===== src/uepr_ep_cell.sv =====
// Packet-ready package and the per-endpoint ready/interrupt cell
`timescale 1ns/1ps

package uepr_pkg;
    localparam int NUM_EP = 6;
    localparam int CNT_W = 7;
    localparam int BYTE_W = 8;
    localparam int ADDR_W = 8;
    localparam int DATA_W = 32;
    localparam int EP_SEL_W = 3;
    // Register byte offsets
    localparam logic [ADDR_W-1:0] OFF_CTRL_EP_STATUS = 8'h00;
    localparam logic [ADDR_W-1:0] OFF_INT_ENABLE_FIRST = 8'h04;
    localparam logic [ADDR_W-1:0] OFF_INT_PENDING = 8'h08;
    localparam logic [ADDR_W-1:0] OFF_EP_DIRECTION = 8'h0c;
    localparam logic [ADDR_W-1:0] OFF_EP_STATUS_BASE = 8'h10;
    localparam logic [ADDR_W-1:0] OFF_RX_COUNT_BASE = 8'h30;
    localparam logic [ADDR_W-1:0] OFF_TX_FIFO_BASE = 8'h50;
    localparam logic [ADDR_W-1:0] OFF_RX_FIFO_BASE = 8'h70;
    localparam logic [ADDR_W-1:0] REG_STEP = 8'h04;
    // Status bit positions
    localparam int RX_RDY_BIT = 0;
    localparam int TX_RDY_BIT = 1;
    // Enable register field positions
    localparam int EN_EP0_TX_BIT = 7;
    localparam int EN_RX_LSB = 8;
    localparam int EN_TX_LSB = 16;
    // Pending register field positions
    localparam int PEND_EP0_TX_BIT = 0;
    localparam int PEND_TX_LSB = 0;
    localparam int PEND_RX_LSB = 8;
    localparam logic [CNT_W-1:0] CNT_ONE = 7'h01;
    localparam logic [CNT_W-1:0] CNT_ZERO = 7'h00;
    localparam logic [DATA_W-1:0] WORD_ZERO = 32'h0000_0000;
endpackage : uepr_pkg

module uepr_ep_cell
    import uepr_pkg::*;
(
    // Clock and reset
    input wire logic clk_sys,
    input wire logic rstn,
    // Configuration
    input wire logic tx_en,
    input wire logic rx_en,
    // Firmware strobes
    input wire logic tx_arm_wr,
    input wire logic rx_ack_wr,
    input wire logic tx_push,
    // Link events
    input wire logic tx_free,
    input wire logic rx_done,
    input wire logic [CNT_W-1:0] rx_count,
    // State
    output logic tx_ready_r,
    output logic rx_ready_r,
    output logic tx_pend_r,
    output logic [CNT_W-1:0] rx_count_r,
    output logic [CNT_W-1:0] tx_len_r,
    output logic irq_r
);
    logic [CNT_W-1:0] tx_cnt_r;
    logic tx_ready_nxt;
    logic rx_ready_nxt;
    logic tx_pend_nxt;
    logic irq_nxt;

    // Arm on write one, a new arm beats a free
    assign tx_ready_nxt = tx_arm_wr | (tx_ready_r & ~tx_free);
    // Receive done sets, wins over firmware clear
    assign rx_ready_nxt = rx_done | (rx_ready_r & ~rx_ack_wr);
    assign tx_pend_nxt = tx_free | (tx_pend_r & ~tx_arm_wr);
    // Transmit interrupt gated by enable
    // Built from next state so an arm or a clear drops it at once
    assign irq_nxt = (tx_pend_nxt & tx_en) | (rx_ready_nxt & rx_en);

    always_ff @(posedge clk_sys or negedge rstn) begin
        if (!rstn) begin
            tx_ready_r <= 1'b0;
            rx_ready_r <= 1'b0;
            tx_pend_r <= 1'b0;
            irq_r <= 1'b0;
        end else begin
            tx_ready_r <= tx_ready_nxt;
            rx_ready_r <= rx_ready_nxt;
            tx_pend_r <= tx_pend_nxt;
            irq_r <= irq_nxt;
        end
    end

    // Loaded byte count becomes packet length
    always_ff @(posedge clk_sys or negedge rstn) begin
        if (!rstn) begin
            tx_cnt_r <= CNT_ZERO;
            tx_len_r <= CNT_ZERO;
        end else if (tx_arm_wr) begin
            tx_cnt_r <= CNT_ZERO;
            tx_len_r <= tx_cnt_r;
        end else if (tx_push) begin
            tx_cnt_r <= tx_cnt_r + CNT_ONE;
        end
    end

    always_ff @(posedge clk_sys or negedge rstn) begin
        if (!rstn) begin
            rx_count_r <= CNT_ZERO;
        end else if (rx_done) begin
            rx_count_r <= rx_count;
        end
    end
endmodule : uepr_ep_cell


===== src/uepr_top.sv =====
// Endpoint packet-ready status, interrupt and APB register block
`timescale 1ns/1ps

module uepr_top
    import uepr_pkg::*;
(
    // Clock and reset
    input wire logic clk_sys,
    input wire logic rstn,
    // APB slave
    input wire logic psel,
    input wire logic penable,
    input wire logic pwrite,
    input wire logic [ADDR_W-1:0] paddr,
    input wire logic [DATA_W-1:0] pwdata,
    output logic [DATA_W-1:0] prdata,
    output logic pready,
    output logic pslverr,
    // Link engine events
    input wire logic ctrl_read_data_stage,
    input wire logic [NUM_EP-1:0] ep_tx_ack,
    input wire logic [NUM_EP-1:1] ep_rx_done,
    input wire logic [NUM_EP*CNT_W-1:CNT_W] ep_rx_count,
    input wire logic [NUM_EP*BYTE_W-1:BYTE_W] rx_fifo_head,
    // Link engine FIFO strobes
    output logic tx_fifo_push,
    output logic rx_fifo_pop,
    output logic [EP_SEL_W-1:0] fifo_ep_sel,
    output logic [BYTE_W-1:0] tx_fifo_byte,
    // Armed packets
    output logic [NUM_EP-1:0] ep_tx_armed,
    output logic [NUM_EP*CNT_W-1:0] ep_tx_len,
    // Interrupt
    output logic irq
);
    logic pready_r;
    logic pslverr_r;
    logic [DATA_W-1:0] prdata_r;
    logic tx_push_r;
    logic rx_pop_r;
    logic [EP_SEL_W-1:0] sel_r;
    logic [BYTE_W-1:0] tx_byte_r;
    logic irq_r;
    logic en_ctrl_tx_r;
    logic [NUM_EP-1:1] en_tx_r;
    logic [NUM_EP-1:1] en_rx_r;
    logic [NUM_EP-1:1] dir_tx_r;
    logic [NUM_EP-1:1] dir_tx_q_r;

    // Bus phases: one wait state on every access
    wire access = psel & penable;
    wire first_beat = access & ~pready_r;
    wire done = access & pready_r;
    wire wr_go = done & pwrite;
    wire rd_go = done & ~pwrite;

    wire hit_ctrl = paddr == OFF_CTRL_EP_STATUS;
    wire hit_en = paddr == OFF_INT_ENABLE_FIRST;
    wire hit_pend = paddr == OFF_INT_PENDING;
    wire hit_dir = paddr == OFF_EP_DIRECTION;

    // Per-endpoint decode and state
    logic [NUM_EP-1:0] tx_arm_wr;
    logic [NUM_EP-1:0] rx_ack_wr;
    logic [NUM_EP-1:0] tx_free;
    logic [NUM_EP-1:0] tx_ready;
    logic [NUM_EP-1:0] rx_ready;
    logic [NUM_EP-1:0] tx_pend;
    logic [NUM_EP-1:0] cell_irq;
    logic [NUM_EP-1:0] hit_txf;
    logic [NUM_EP-1:0] hit_rxf;
    logic [NUM_EP-1:0] hit_ep;
    logic [CNT_W-1:0] rx_cnt [NUM_EP];
    logic [CNT_W-1:0] tx_len [NUM_EP];
    logic [DATA_W-1:0] rd_chain [NUM_EP];
    logic [NUM_EP-1:0] hit_chain;

    // Pending view: transmit frees and receive readies
    wire [DATA_W-1:0] pend_word = DATA_W'(tx_pend) << PEND_TX_LSB
        | DATA_W'(rx_ready) << PEND_RX_LSB;
    // Enable view: endpoint n of 1 to 5 sits at its field base plus n, control transmit at bit 7
    wire [DATA_W-1:0] en_word = DATA_W'(en_ctrl_tx_r) << EN_EP0_TX_BIT
        | DATA_W'({en_rx_r, 1'b0}) << EN_RX_LSB
        | DATA_W'({en_tx_r, 1'b0}) << EN_TX_LSB;
    wire [DATA_W-1:0] ctrl_word = DATA_W'(tx_ready[0]) << TX_RDY_BIT;
    wire [DATA_W-1:0] dir_word = DATA_W'({dir_tx_r, 1'b0});

    // Control endpoint: only the transmit side lives here
    assign hit_txf[0] = paddr == OFF_TX_FIFO_BASE;
    assign hit_rxf[0] = 1'b0;
    assign hit_ep[0] = hit_ctrl;
    // Only a one in the bit arms
    assign tx_arm_wr[0] = wr_go & hit_ctrl & pwdata[TX_RDY_BIT];
    assign rx_ack_wr[0] = 1'b0;
    // Data stage of a control read frees the FIFO
    // Later packets freed by host ACK or by another data stage
    assign tx_free[0] = ctrl_read_data_stage | (ep_tx_ack[0] & tx_ready[0]);
    assign rd_chain[0] = (hit_ctrl ? ctrl_word : WORD_ZERO)
        | (hit_en ? en_word : WORD_ZERO)
        | (hit_pend ? pend_word : WORD_ZERO)
        | (hit_dir ? dir_word : WORD_ZERO);
    assign hit_chain[0] = hit_ctrl | hit_en | hit_pend | hit_dir | hit_txf[0];

    // Control cell, receive side tied off
    uepr_ep_cell u_cell_ctrl (
        .clk_sys(clk_sys),
        .rstn(rstn),
        // Control transmit interrupt gated by its enable
        .tx_en(en_ctrl_tx_r),
        .rx_en(1'b0),
        .tx_arm_wr(tx_arm_wr[0]),
        .rx_ack_wr(rx_ack_wr[0]),
        .tx_push(tx_push_r && sel_r == '0),
        .tx_free(tx_free[0]),
        .rx_done(1'b0),
        .rx_count(CNT_ZERO),
        .tx_ready_r(tx_ready[0]),
        .rx_ready_r(rx_ready[0]),
        .tx_pend_r(tx_pend[0]),
        .rx_count_r(rx_cnt[0]),
        .tx_len_r(tx_len[0]),
        .irq_r(cell_irq[0])
    );

    // Endpoints 1 to 5: decode, read mux and a cell each
    genvar n;
    generate
        for (n = 1; n < NUM_EP; n++) begin : g_ep
            // Word decode of this endpoint's registers
            localparam logic [ADDR_W-1:0] A_STAT = ADDR_W'(OFF_EP_STATUS_BASE + REG_STEP * (n - 1));
            localparam logic [ADDR_W-1:0] A_RXC = ADDR_W'(OFF_RX_COUNT_BASE + REG_STEP * (n - 1));
            localparam logic [ADDR_W-1:0] A_TXF = ADDR_W'(OFF_TX_FIFO_BASE + REG_STEP * n);
            localparam logic [ADDR_W-1:0] A_RXF = ADDR_W'(OFF_RX_FIFO_BASE + REG_STEP * (n - 1));
            wire hit_rxc = paddr == A_RXC;
            wire [DATA_W-1:0] stat_word = DATA_W'(tx_ready[n]) << TX_RDY_BIT
                | DATA_W'(rx_ready[n]) << RX_RDY_BIT;
            wire [DATA_W-1:0] head_word = DATA_W'(rx_fifo_head[n*BYTE_W +: BYTE_W]);
            assign hit_ep[n] = paddr == A_STAT;
            assign hit_txf[n] = paddr == A_TXF;
            assign hit_rxf[n] = paddr == A_RXF;
            // Zero bits leave the ready flags alone
            assign tx_arm_wr[n] = wr_go & hit_ep[n] & pwdata[TX_RDY_BIT] & dir_tx_r[n];
            // Write one releases the received packet
            assign rx_ack_wr[n] = wr_go & hit_ep[n] & pwdata[RX_RDY_BIT];
            // Writable on entering transmit or after ACK
            assign tx_free[n] = dir_tx_r[n] & ((dir_tx_r[n] & ~dir_tx_q_r[n])
                | (ep_tx_ack[n] & tx_ready[n]));
            assign rd_chain[n] = rd_chain[n-1]
                | (hit_ep[n] ? stat_word : WORD_ZERO)
                | (hit_rxc ? DATA_W'(rx_cnt[n]) : WORD_ZERO)
                | (hit_rxf[n] ? head_word : WORD_ZERO);
            assign hit_chain[n] = hit_chain[n-1] | hit_ep[n] | hit_rxc | hit_txf[n] | hit_rxf[n];

            uepr_ep_cell u_cell (
                .clk_sys(clk_sys),
                .rstn(rstn),
                .tx_en(en_tx_r[n] & dir_tx_r[n]),
                .rx_en(en_rx_r[n]),
                .tx_arm_wr(tx_arm_wr[n]),
                .rx_ack_wr(rx_ack_wr[n]),
                .tx_push(tx_push_r && sel_r == EP_SEL_W'(n)),
                .tx_free(tx_free[n]),
                // Clean end-of-packet from a receive endpoint
                .rx_done(ep_rx_done[n] & ~dir_tx_r[n]),
                .rx_count(ep_rx_count[n*CNT_W +: CNT_W]),
                .tx_ready_r(tx_ready[n]),
                .rx_ready_r(rx_ready[n]),
                .tx_pend_r(tx_pend[n]),
                .rx_count_r(rx_cnt[n]),
                .tx_len_r(tx_len[n]),
                .irq_r(cell_irq[n])
            );
        end
        for (n = 0; n < NUM_EP; n++) begin : g_len
            assign ep_tx_len[n*CNT_W +: CNT_W] = tx_len[n];
        end
    endgenerate

    // Unmapped offsets answer with pslverr and read zero
    wire hit_any = hit_chain[NUM_EP-1];
    wire any_txf = |hit_txf;
    wire any_rxf = |hit_rxf;

    // FIFO endpoint index from the one-hot hits
    logic [EP_SEL_W-1:0] fifo_idx;
    always_comb begin
        fifo_idx = '0;
        for (int i = 0; i < NUM_EP; i++) begin
            if (hit_txf[i] || hit_rxf[i]) begin
                fifo_idx = EP_SEL_W'(i);
            end
        end
    end

    // Bus handshake: fixed single wait state
    always_ff @(posedge clk_sys or negedge rstn) begin
        if (!rstn) begin
            pready_r <= 1'b0;
            pslverr_r <= 1'b0;
        end else begin
            pready_r <= first_beat;
            pslverr_r <= first_beat & ~hit_any;
        end
    end

    // Read data taken at the first access edge and held,
    // so it still stands when pready is sampled
    wire [DATA_W-1:0] rd_word = pwrite ? WORD_ZERO : rd_chain[NUM_EP-1];
    always_ff @(posedge clk_sys or negedge rstn) begin
        if (!rstn) begin
            prdata_r <= WORD_ZERO;
        end else if (first_beat) begin
            prdata_r <= rd_word;
        end
    end

    // Interrupt enables
    always_ff @(posedge clk_sys or negedge rstn) begin
        if (!rstn) begin
            en_ctrl_tx_r <= 1'b0;
            en_tx_r <= '0;
            en_rx_r <= '0;
        end else if (wr_go && hit_en) begin
            en_ctrl_tx_r <= pwdata[EN_EP0_TX_BIT];
            en_rx_r <= pwdata[EN_RX_LSB+1 +: NUM_EP-1];
            en_tx_r <= pwdata[EN_TX_LSB+1 +: NUM_EP-1];
        end
    end

    // Directions; turning to transmit frees the FIFO a cycle later
    always_ff @(posedge clk_sys or negedge rstn) begin
        if (!rstn) begin
            dir_tx_r <= '0;
        end else if (wr_go && hit_dir) begin
            dir_tx_r <= pwdata[1 +: NUM_EP-1];
        end
    end

    // FIFO strobes toward the link engine
    always_ff @(posedge clk_sys or negedge rstn) begin
        if (!rstn) begin
            tx_push_r <= 1'b0;
            rx_pop_r <= 1'b0;
            sel_r <= '0;
            tx_byte_r <= '0;
        end else begin
            tx_push_r <= wr_go & any_txf;
            rx_pop_r <= rd_go & any_rxf;
            if (done && (any_txf || any_rxf)) begin
                sel_r <= fifo_idx;
            end
            if (wr_go && any_txf) begin
                tx_byte_r <= pwdata[BYTE_W-1:0];
            end
        end
    end

    // Interrupt out; costs a cycle but leaves no gate on the pin
    always_ff @(posedge clk_sys or negedge rstn) begin
        if (!rstn) begin
            irq_r <= 1'b0;
        end else begin
            irq_r <= |cell_irq;
        end
    end

    // Direction history for the entering-transmit edge
    always_ff @(posedge clk_sys or negedge rstn) begin
        if (!rstn) begin
            dir_tx_q_r <= '0;
        end else begin
            dir_tx_q_r <= dir_tx_r;
        end
    end

    // Every output straight from its flop
    assign prdata = prdata_r;
    assign pready = pready_r;
    assign pslverr = pslverr_r;
    assign tx_fifo_push = tx_push_r;
    assign rx_fifo_pop = rx_pop_r;
    assign fifo_ep_sel = sel_r;
    assign tx_fifo_byte = tx_byte_r;
    assign ep_tx_armed = tx_ready;
    assign irq = irq_r;
endmodule : uepr_top


===== config.mk =====
export PLATFORM = sky130hd
export DESIGN_NAME = uepr_top
export DESIGN_NICKNAME = d
export VERILOG_FILES = /design/src/uepr_ep_cell.sv /design/src/uepr_top.sv
export SDC_FILE = /design/constraint.sdc
export NUM_CORES = 1
export LEC_CHECK = 0
export ABC_AREA = 1
export BUFFER_PORTS_ARGS = -buffer_cell sky130_fd_sc_hd__buf_2
export CORE_AREA = 5 5 150 137
export CTS_BUF_LIST = sky130_fd_sc_hd__clkbuf_2
export DETAILED_ROUTE_END_ITERATION = 6
export DIE_AREA = 0 0 155 142
export PLACE_DENSITY_LB_ADDON = 0.2
export SETUP_SLACK_MARGIN = 0.4
export SLEW_MARGIN = 20
export SYNTH_ARGS = -nofsm -noshare
export SYNTH_HDL_FRONTEND = slang
export SYNTH_SLANG_ARGS = --single-unit

===== constraint.sdc =====
create_clock -name clk_sys -period 2.9 [get_ports clk_sys]
set_input_delay 0.58 -clock clk_sys [delete_from_list [all_inputs] [get_ports clk_sys]]
set_output_delay 0.58 -clock clk_sys [all_outputs]
set_load 0.01 [all_outputs]

* Word-level counts from Yosys, hierarchy flattened *
Index checks and enable logic that the tools add are counted.

word-level totals
  bits in registers = 211

cells by class
  mux-type cells = 37
  add/subtract/negate cells = 6
  bitwise gates (word level) = 192
  equal/unequal tests = 29
  reduce and logical (&&, ||, !) cells = 27

operator list
  kind                                                                    count
  7-bit two-way mux                                                       17
  22-bit by 2-bit OR with 22-bit output                                   5
  22-bit by 7-bit OR with 22-bit output                                   5
  22-bit by 8-bit OR with 22-bit output                                   5
  8-bit by 7-bit equality test with 1-bit output (second input constant)  11
  1-bit bitwise AND                                                       84
  1-bit OR                                                                52
  22-bit two-way mux                                                      2
  7-bit by 1-bit adder with 7-bit output (second input constant)          6
  8-bit by 6-bit equality test with 1-bit output (second input constant)  5
  8-bit two-way mux                                                       5
  8-bit by 5-bit equality test with 1-bit output (second input constant)  4
  1-bit NOT                                                               30
  14-bit by 22-bit OR with 22-bit output                                  1
  2-bit by 22-bit OR with 22-bit output                                   1
  22-bit by 14-bit OR with 22-bit output                                  1
  22-bit by 6-bit OR with 22-bit output                                   1
  8-bit by 4-bit equality test with 1-bit output (second input constant)  2
  2-bit two-way mux                                                       8
  14-bit two-way mux                                                      1
  6-bit by 14-bit OR with 14-bit output                                   1
  8-bit by 14-bit OR with 14-bit output                                   1
  2-bit nonzero test                                                      6
  6-bit OR reduction                                                      2
  other kinds (14)                                                        35

* Longest topological paths before layout *
  depth after elaboration = 27
  mapped depth = 12
  mapped depth without buffers = 12

* Modules after synthesis *
A second synthesis with hierarchy kept.

unflattened totals
  cells, all modules = 1122
  area, all modules = 9735.6 um^2

modules (own cells, without submodules)
  module        times used  area each (um^2)  sequential area each (um^2)  cells an instance
  uepr_ep_cell  6           1003.5            625.6                        98
  uepr_top      1           3714.8            1401.3                       534

* Worst setup path after synthesis *
OpenSTA, ideal clock, no wires.

  path type = input-to-reg
  from = input port pwdata[1]
  to = register g_ep[5].u_cell.tx_len_r[6]
  arrival = 1.649 ns
  setup slack = 1.130 ns
  setup time = 0.121 ns
  stages on the path = 7
  cells stage by stage = buf_1 -> nand2_2 -> nor3_4 -> inv_2 -> buf_6 -> nand2_1 -> o21ai_1

between the ends
  word-level cells in the longest chain between the ends = 2

ends and longest elaborated chain
  item                             line                source
  from (decl)                      uepr_top.sv:15      input wire logic [DATA_W-1:0] pwdata,
  1-bit bitwise AND (2 in series)  uepr_top.sv:142     assign tx_arm_wr[n] = wr_go & hit_ep[n] & pwdata[TX_RDY_BIT] & dir_tx_r[n];
  to (signal assigned)             uepr_ep_cell.sv:98  tx_len_r <= tx_cnt_r;
  to (decl)                        uepr_ep_cell.sv:59  output logic [CNT_W-1:0] tx_len_r,

No other way between the ends.
A chain may end at the register's enable or synchronous reset.

* Final worst setup path *
  from = register g_ep[4].u_cell.tx_ready_r
  to = output port ep_tx_armed[4]

RTL lines
  item                    line                source
  from (decl)             uepr_ep_cell.sv:55  output logic tx_ready_r,
  from (signal assigned)  uepr_ep_cell.sv:84  tx_ready_r <= tx_ready_nxt;
  to (decl)               uepr_top.sv:31      output logic [NUM_EP-1:0] ep_tx_armed,

No word-level cell between the ends.

==> impl_metrics.tcl <==
set metrics [dict create \
    gp_congestion 0.940 \
    grt_max_degree 73 \
    min_path_type "in -> reg" \
    netSwitchingPower_uw 1230 \
    status "complete, no violations" \
    startpoint "g_ep[4].u_cell.tx_ready_r$_DFF_PN0_" \
    p_per_area_nw_per_um2 420 \
    layout-drive-gt1-share 0.231 \
    grt_pass1_wl_um 42500 \
    dp_hpwl_um 20100 \
    synth_top_area_cell "dfrtp_1" \
    synth_cells 1081 \
    cp-start-kind "flip-flop" \
    antenna_found_initial 6 \
    ctsResizeCount 0 \
    seqCellArea_um2 4930 \
    crit_chain "buf_2" \
    fin_crit_ns 2.08 \
    initial_core_util 0.487 \
    slowest_stage "dfrtp_1" \
    cts_buffers 17 \
    hold_buffers 46 \
    synth_cell_types 37 \
    totalWireLength_um 26700 \
    path_delay_family "flip-flops" \
    drc 0 \
    critPathBufInv 1 \
    cts_tree "yes" \
    worstMarginPinSlew_ns 0.795 \
    slew_violations 0 \
    worst-path-max-fanout 4 \
    dieWidth_um 155 \
    die_area_um2 22000 \
    cts_sinks 197 \
    gr-total-overflow 0 \
    maxSlewHeadroom 0.468 \
    finalCritPeriodShare 0.717 \
    multiInputGateArea_um2 3690 \
    boundaryPins 228 \
    synthTopCellsByArea "dfrtp_1, nand2_1, nand3_1" \
    synth_edf_count 0 \
    first_iter_violations 588 \
    holdWs_ns 0.0298 \
    ys.flop_type "dfrtp_1" \
    root_buffer "clkbuf_2" \
    yosysWarnings 0 \
    clockBufferDepth 2 \
    path_clk_slew_ns 0.27 \
    synth.top_cell.area_share 0.535 \
    pwr-share-seq 0.604 \
    crit_type "reg -> out" \
    drtPass1Iterations 7 \
    insertion_delay_ns 0.79 \
    pwr-share-clk 0.311 \
    cp.required_ns 2.32 \
    postRouteAntennaNets 0 \
    leakage_uw 0.00592 \
    vdd_drop_max_v 0.000316 \
    area.growth.synth_to_final_pct 22.4 \
    setup_viol 0 \
    nets 1478 \
    hold_viol_final 0 \
    rsz0062_at_grt "no" \
    first_global_vias 7998 \
    max_freq_ghz 0.481 \
    swShare 0.260 \
    synth.avg_cell_area_um2 8.53 \
    combPwrFrac 0.085 \
    post-cts-setup-buffers 0 \
    seq_area_frac_synth 0.535 \
    hp-start "pwdata[13]" \
    rows 48 \
    syn_area_um2 9220 \
    max_stage_delay_ns 0.54 \
    core_area_um2 18900 \
    routedWlPerCell_um 16.6 \
    vias 8105 \
    num-fill-cells 1732 \
    drv_cap 0 \
    finalClockSkew_ns 0.0470 \
    grt_use_total 0.246 \
    ys_async_sr_fraction 1.00 \
    vias_per_cell 5.05 \
    endpoint_kind "output port" \
    die_y_um 142 \
    tns_ns 0 \
    port_buffers 199 \
    critPathArrivalTime_ns 1.50 \
    rr_startpoint "pready$_DFF_PN0_" \
    cts_max_level 4 \
    ys_seq_elements 197 \
    internal-power_uw 3510 \
]
## path summary, 6_finish.rpt
check,cells past startpoint,to,slack (ns)
min in group asynchronous,2,g_ep[5].u_cell.tx_len_r[5]$_DFFE_PN0P_,0.32
worst max register to register,9,g_ep[5].u_cell.irq_r$_DFF_PN0_,0.91
worst min-delay path,3,en_rx_r[5]$_DFFE_PN0P_,0.03
worst min register to register,2,irq$_DFF_PN0_,0.48
worst max-delay path,1,ep_tx_armed[4],0.82
max in group asynchronous,3,en_tx_r[4]$_DFFE_PN0P_,1.85
## cell families after synthesis
group / Yosys count / share of synthesized area
simple gates: 566 / 0.269
compound gates: 124 / 0.0701
xor+xnor: 4 / 0.00380
mux: 36 / 0.0440
flops: 197 / 0.535
buf+inv: 147 / 0.0703
other cells: 1 / 0.000407
fa+ha+maj: 6 / 0.00814
## cells in the mapped netlist (6+ instances only)
library cell	count
inv_1	103
nand3_1	100
nor2_1	96
mux2_2	36
nor3_1	28
a21oi_1	30
o21ai_0	47
clkbuf_1	7
nand2_1	299
buf_4	20
o21ai_1	37
dfrtp_1	197
nor2_4	6
ha_1	6
nand2_2	6
buf_2	11
## through the flow
stage / power [µW] / instance area, µm² / instances / worst slack [ns] / utilization
after floorplan: 3050 / 9270 / 1094 / 1.13 / -
after global placement: 3250 / 10500 / 1517 / 0.472 / 0.554
after detailed placement: 3250 / 10500 / 1517 / 0.465 / 0.554
after CTS: 4770 / 11200 / 1595 / 0.789 / 0.592
after global routing: 4930 / 11300 / 1605 / 0.638 / 0.597
final: 4740 / 11300 / 1605 / 0.820 / 0.597
## state kept, by name, indices dropped and copies added (netlist names), 7 cells and up
signal and cells:
u_cell_ctrl.tx_cnt_r 7, g_ep.u_cell.rx_count_r 35, u_cell_ctrl.tx_len_r 7, g_ep.u_cell.tx_cnt_r 35, g_ep.u_cell.tx_len_r 35, prdata 18
tx_fifo_byte 8
## routing by layer
layer,vias to the layer above,share of wire,wire (µm),global-route usage
met4,8,0.011,292,0.0567
met5,-,0.0017,45,0
met1,3786,0.44,11700,0.341
met3,30,0.074,1980,0.0578
li1,3993,-,-,-
met2,288,0.47,12600,0.398
## cells in the final DEF, fill, tap and decap left out, drive strengths merged
cell type	n
nor2	107
buf	212
o21ai	84
a31oi	2
o211ai	4
a211oi	1
nand3	104
dfrtp	197
bufinv	3
and3	5
clkbuf	20
clkinvlp	3
nor3b	1
xor2	4
ha	6
mux2	36
a32oi	1
dlygate4sd3	54
nand2	306
inv	111
nor3	34
nand4	6
a32o	1
diode	2
a21oi	30
conb	14
clkinv	3
nor4	3
a21boi	1
## worst min-delay path: cells and delay by family
family                 cells  cell delay, ns
AOI/OAI and AO/OA          1            0.04
buffers and inverters      1            0.09
and+or+nand+nor            1            0.09
## layout make-up
class	count	share of cell area
Timing Repair Buffer	267	0.148
Inverter	107	0.0356
Antenna cell	2	0.000443
Tap cell	250	0.0277
Clock inverter	13	0.0153
Sequential cell	197	0.437
Clock buffer	19	0.00843
Multi-Input combinational cell	750	0.327
## power by group through the flow
stage | combinational (µW) | sequential (µW) | clock (µW)
after CTS | 395 | 2860 | 1510
after detailed placement | 346 | 2910 | 0
final | 402 | 2860 | 1480
after floorplan | 153 | 2900 | 0
after global routing | 447 | 2870 | 1610
after global placement | 342 | 2900 | 0
(Power assumes the default switching activity.)
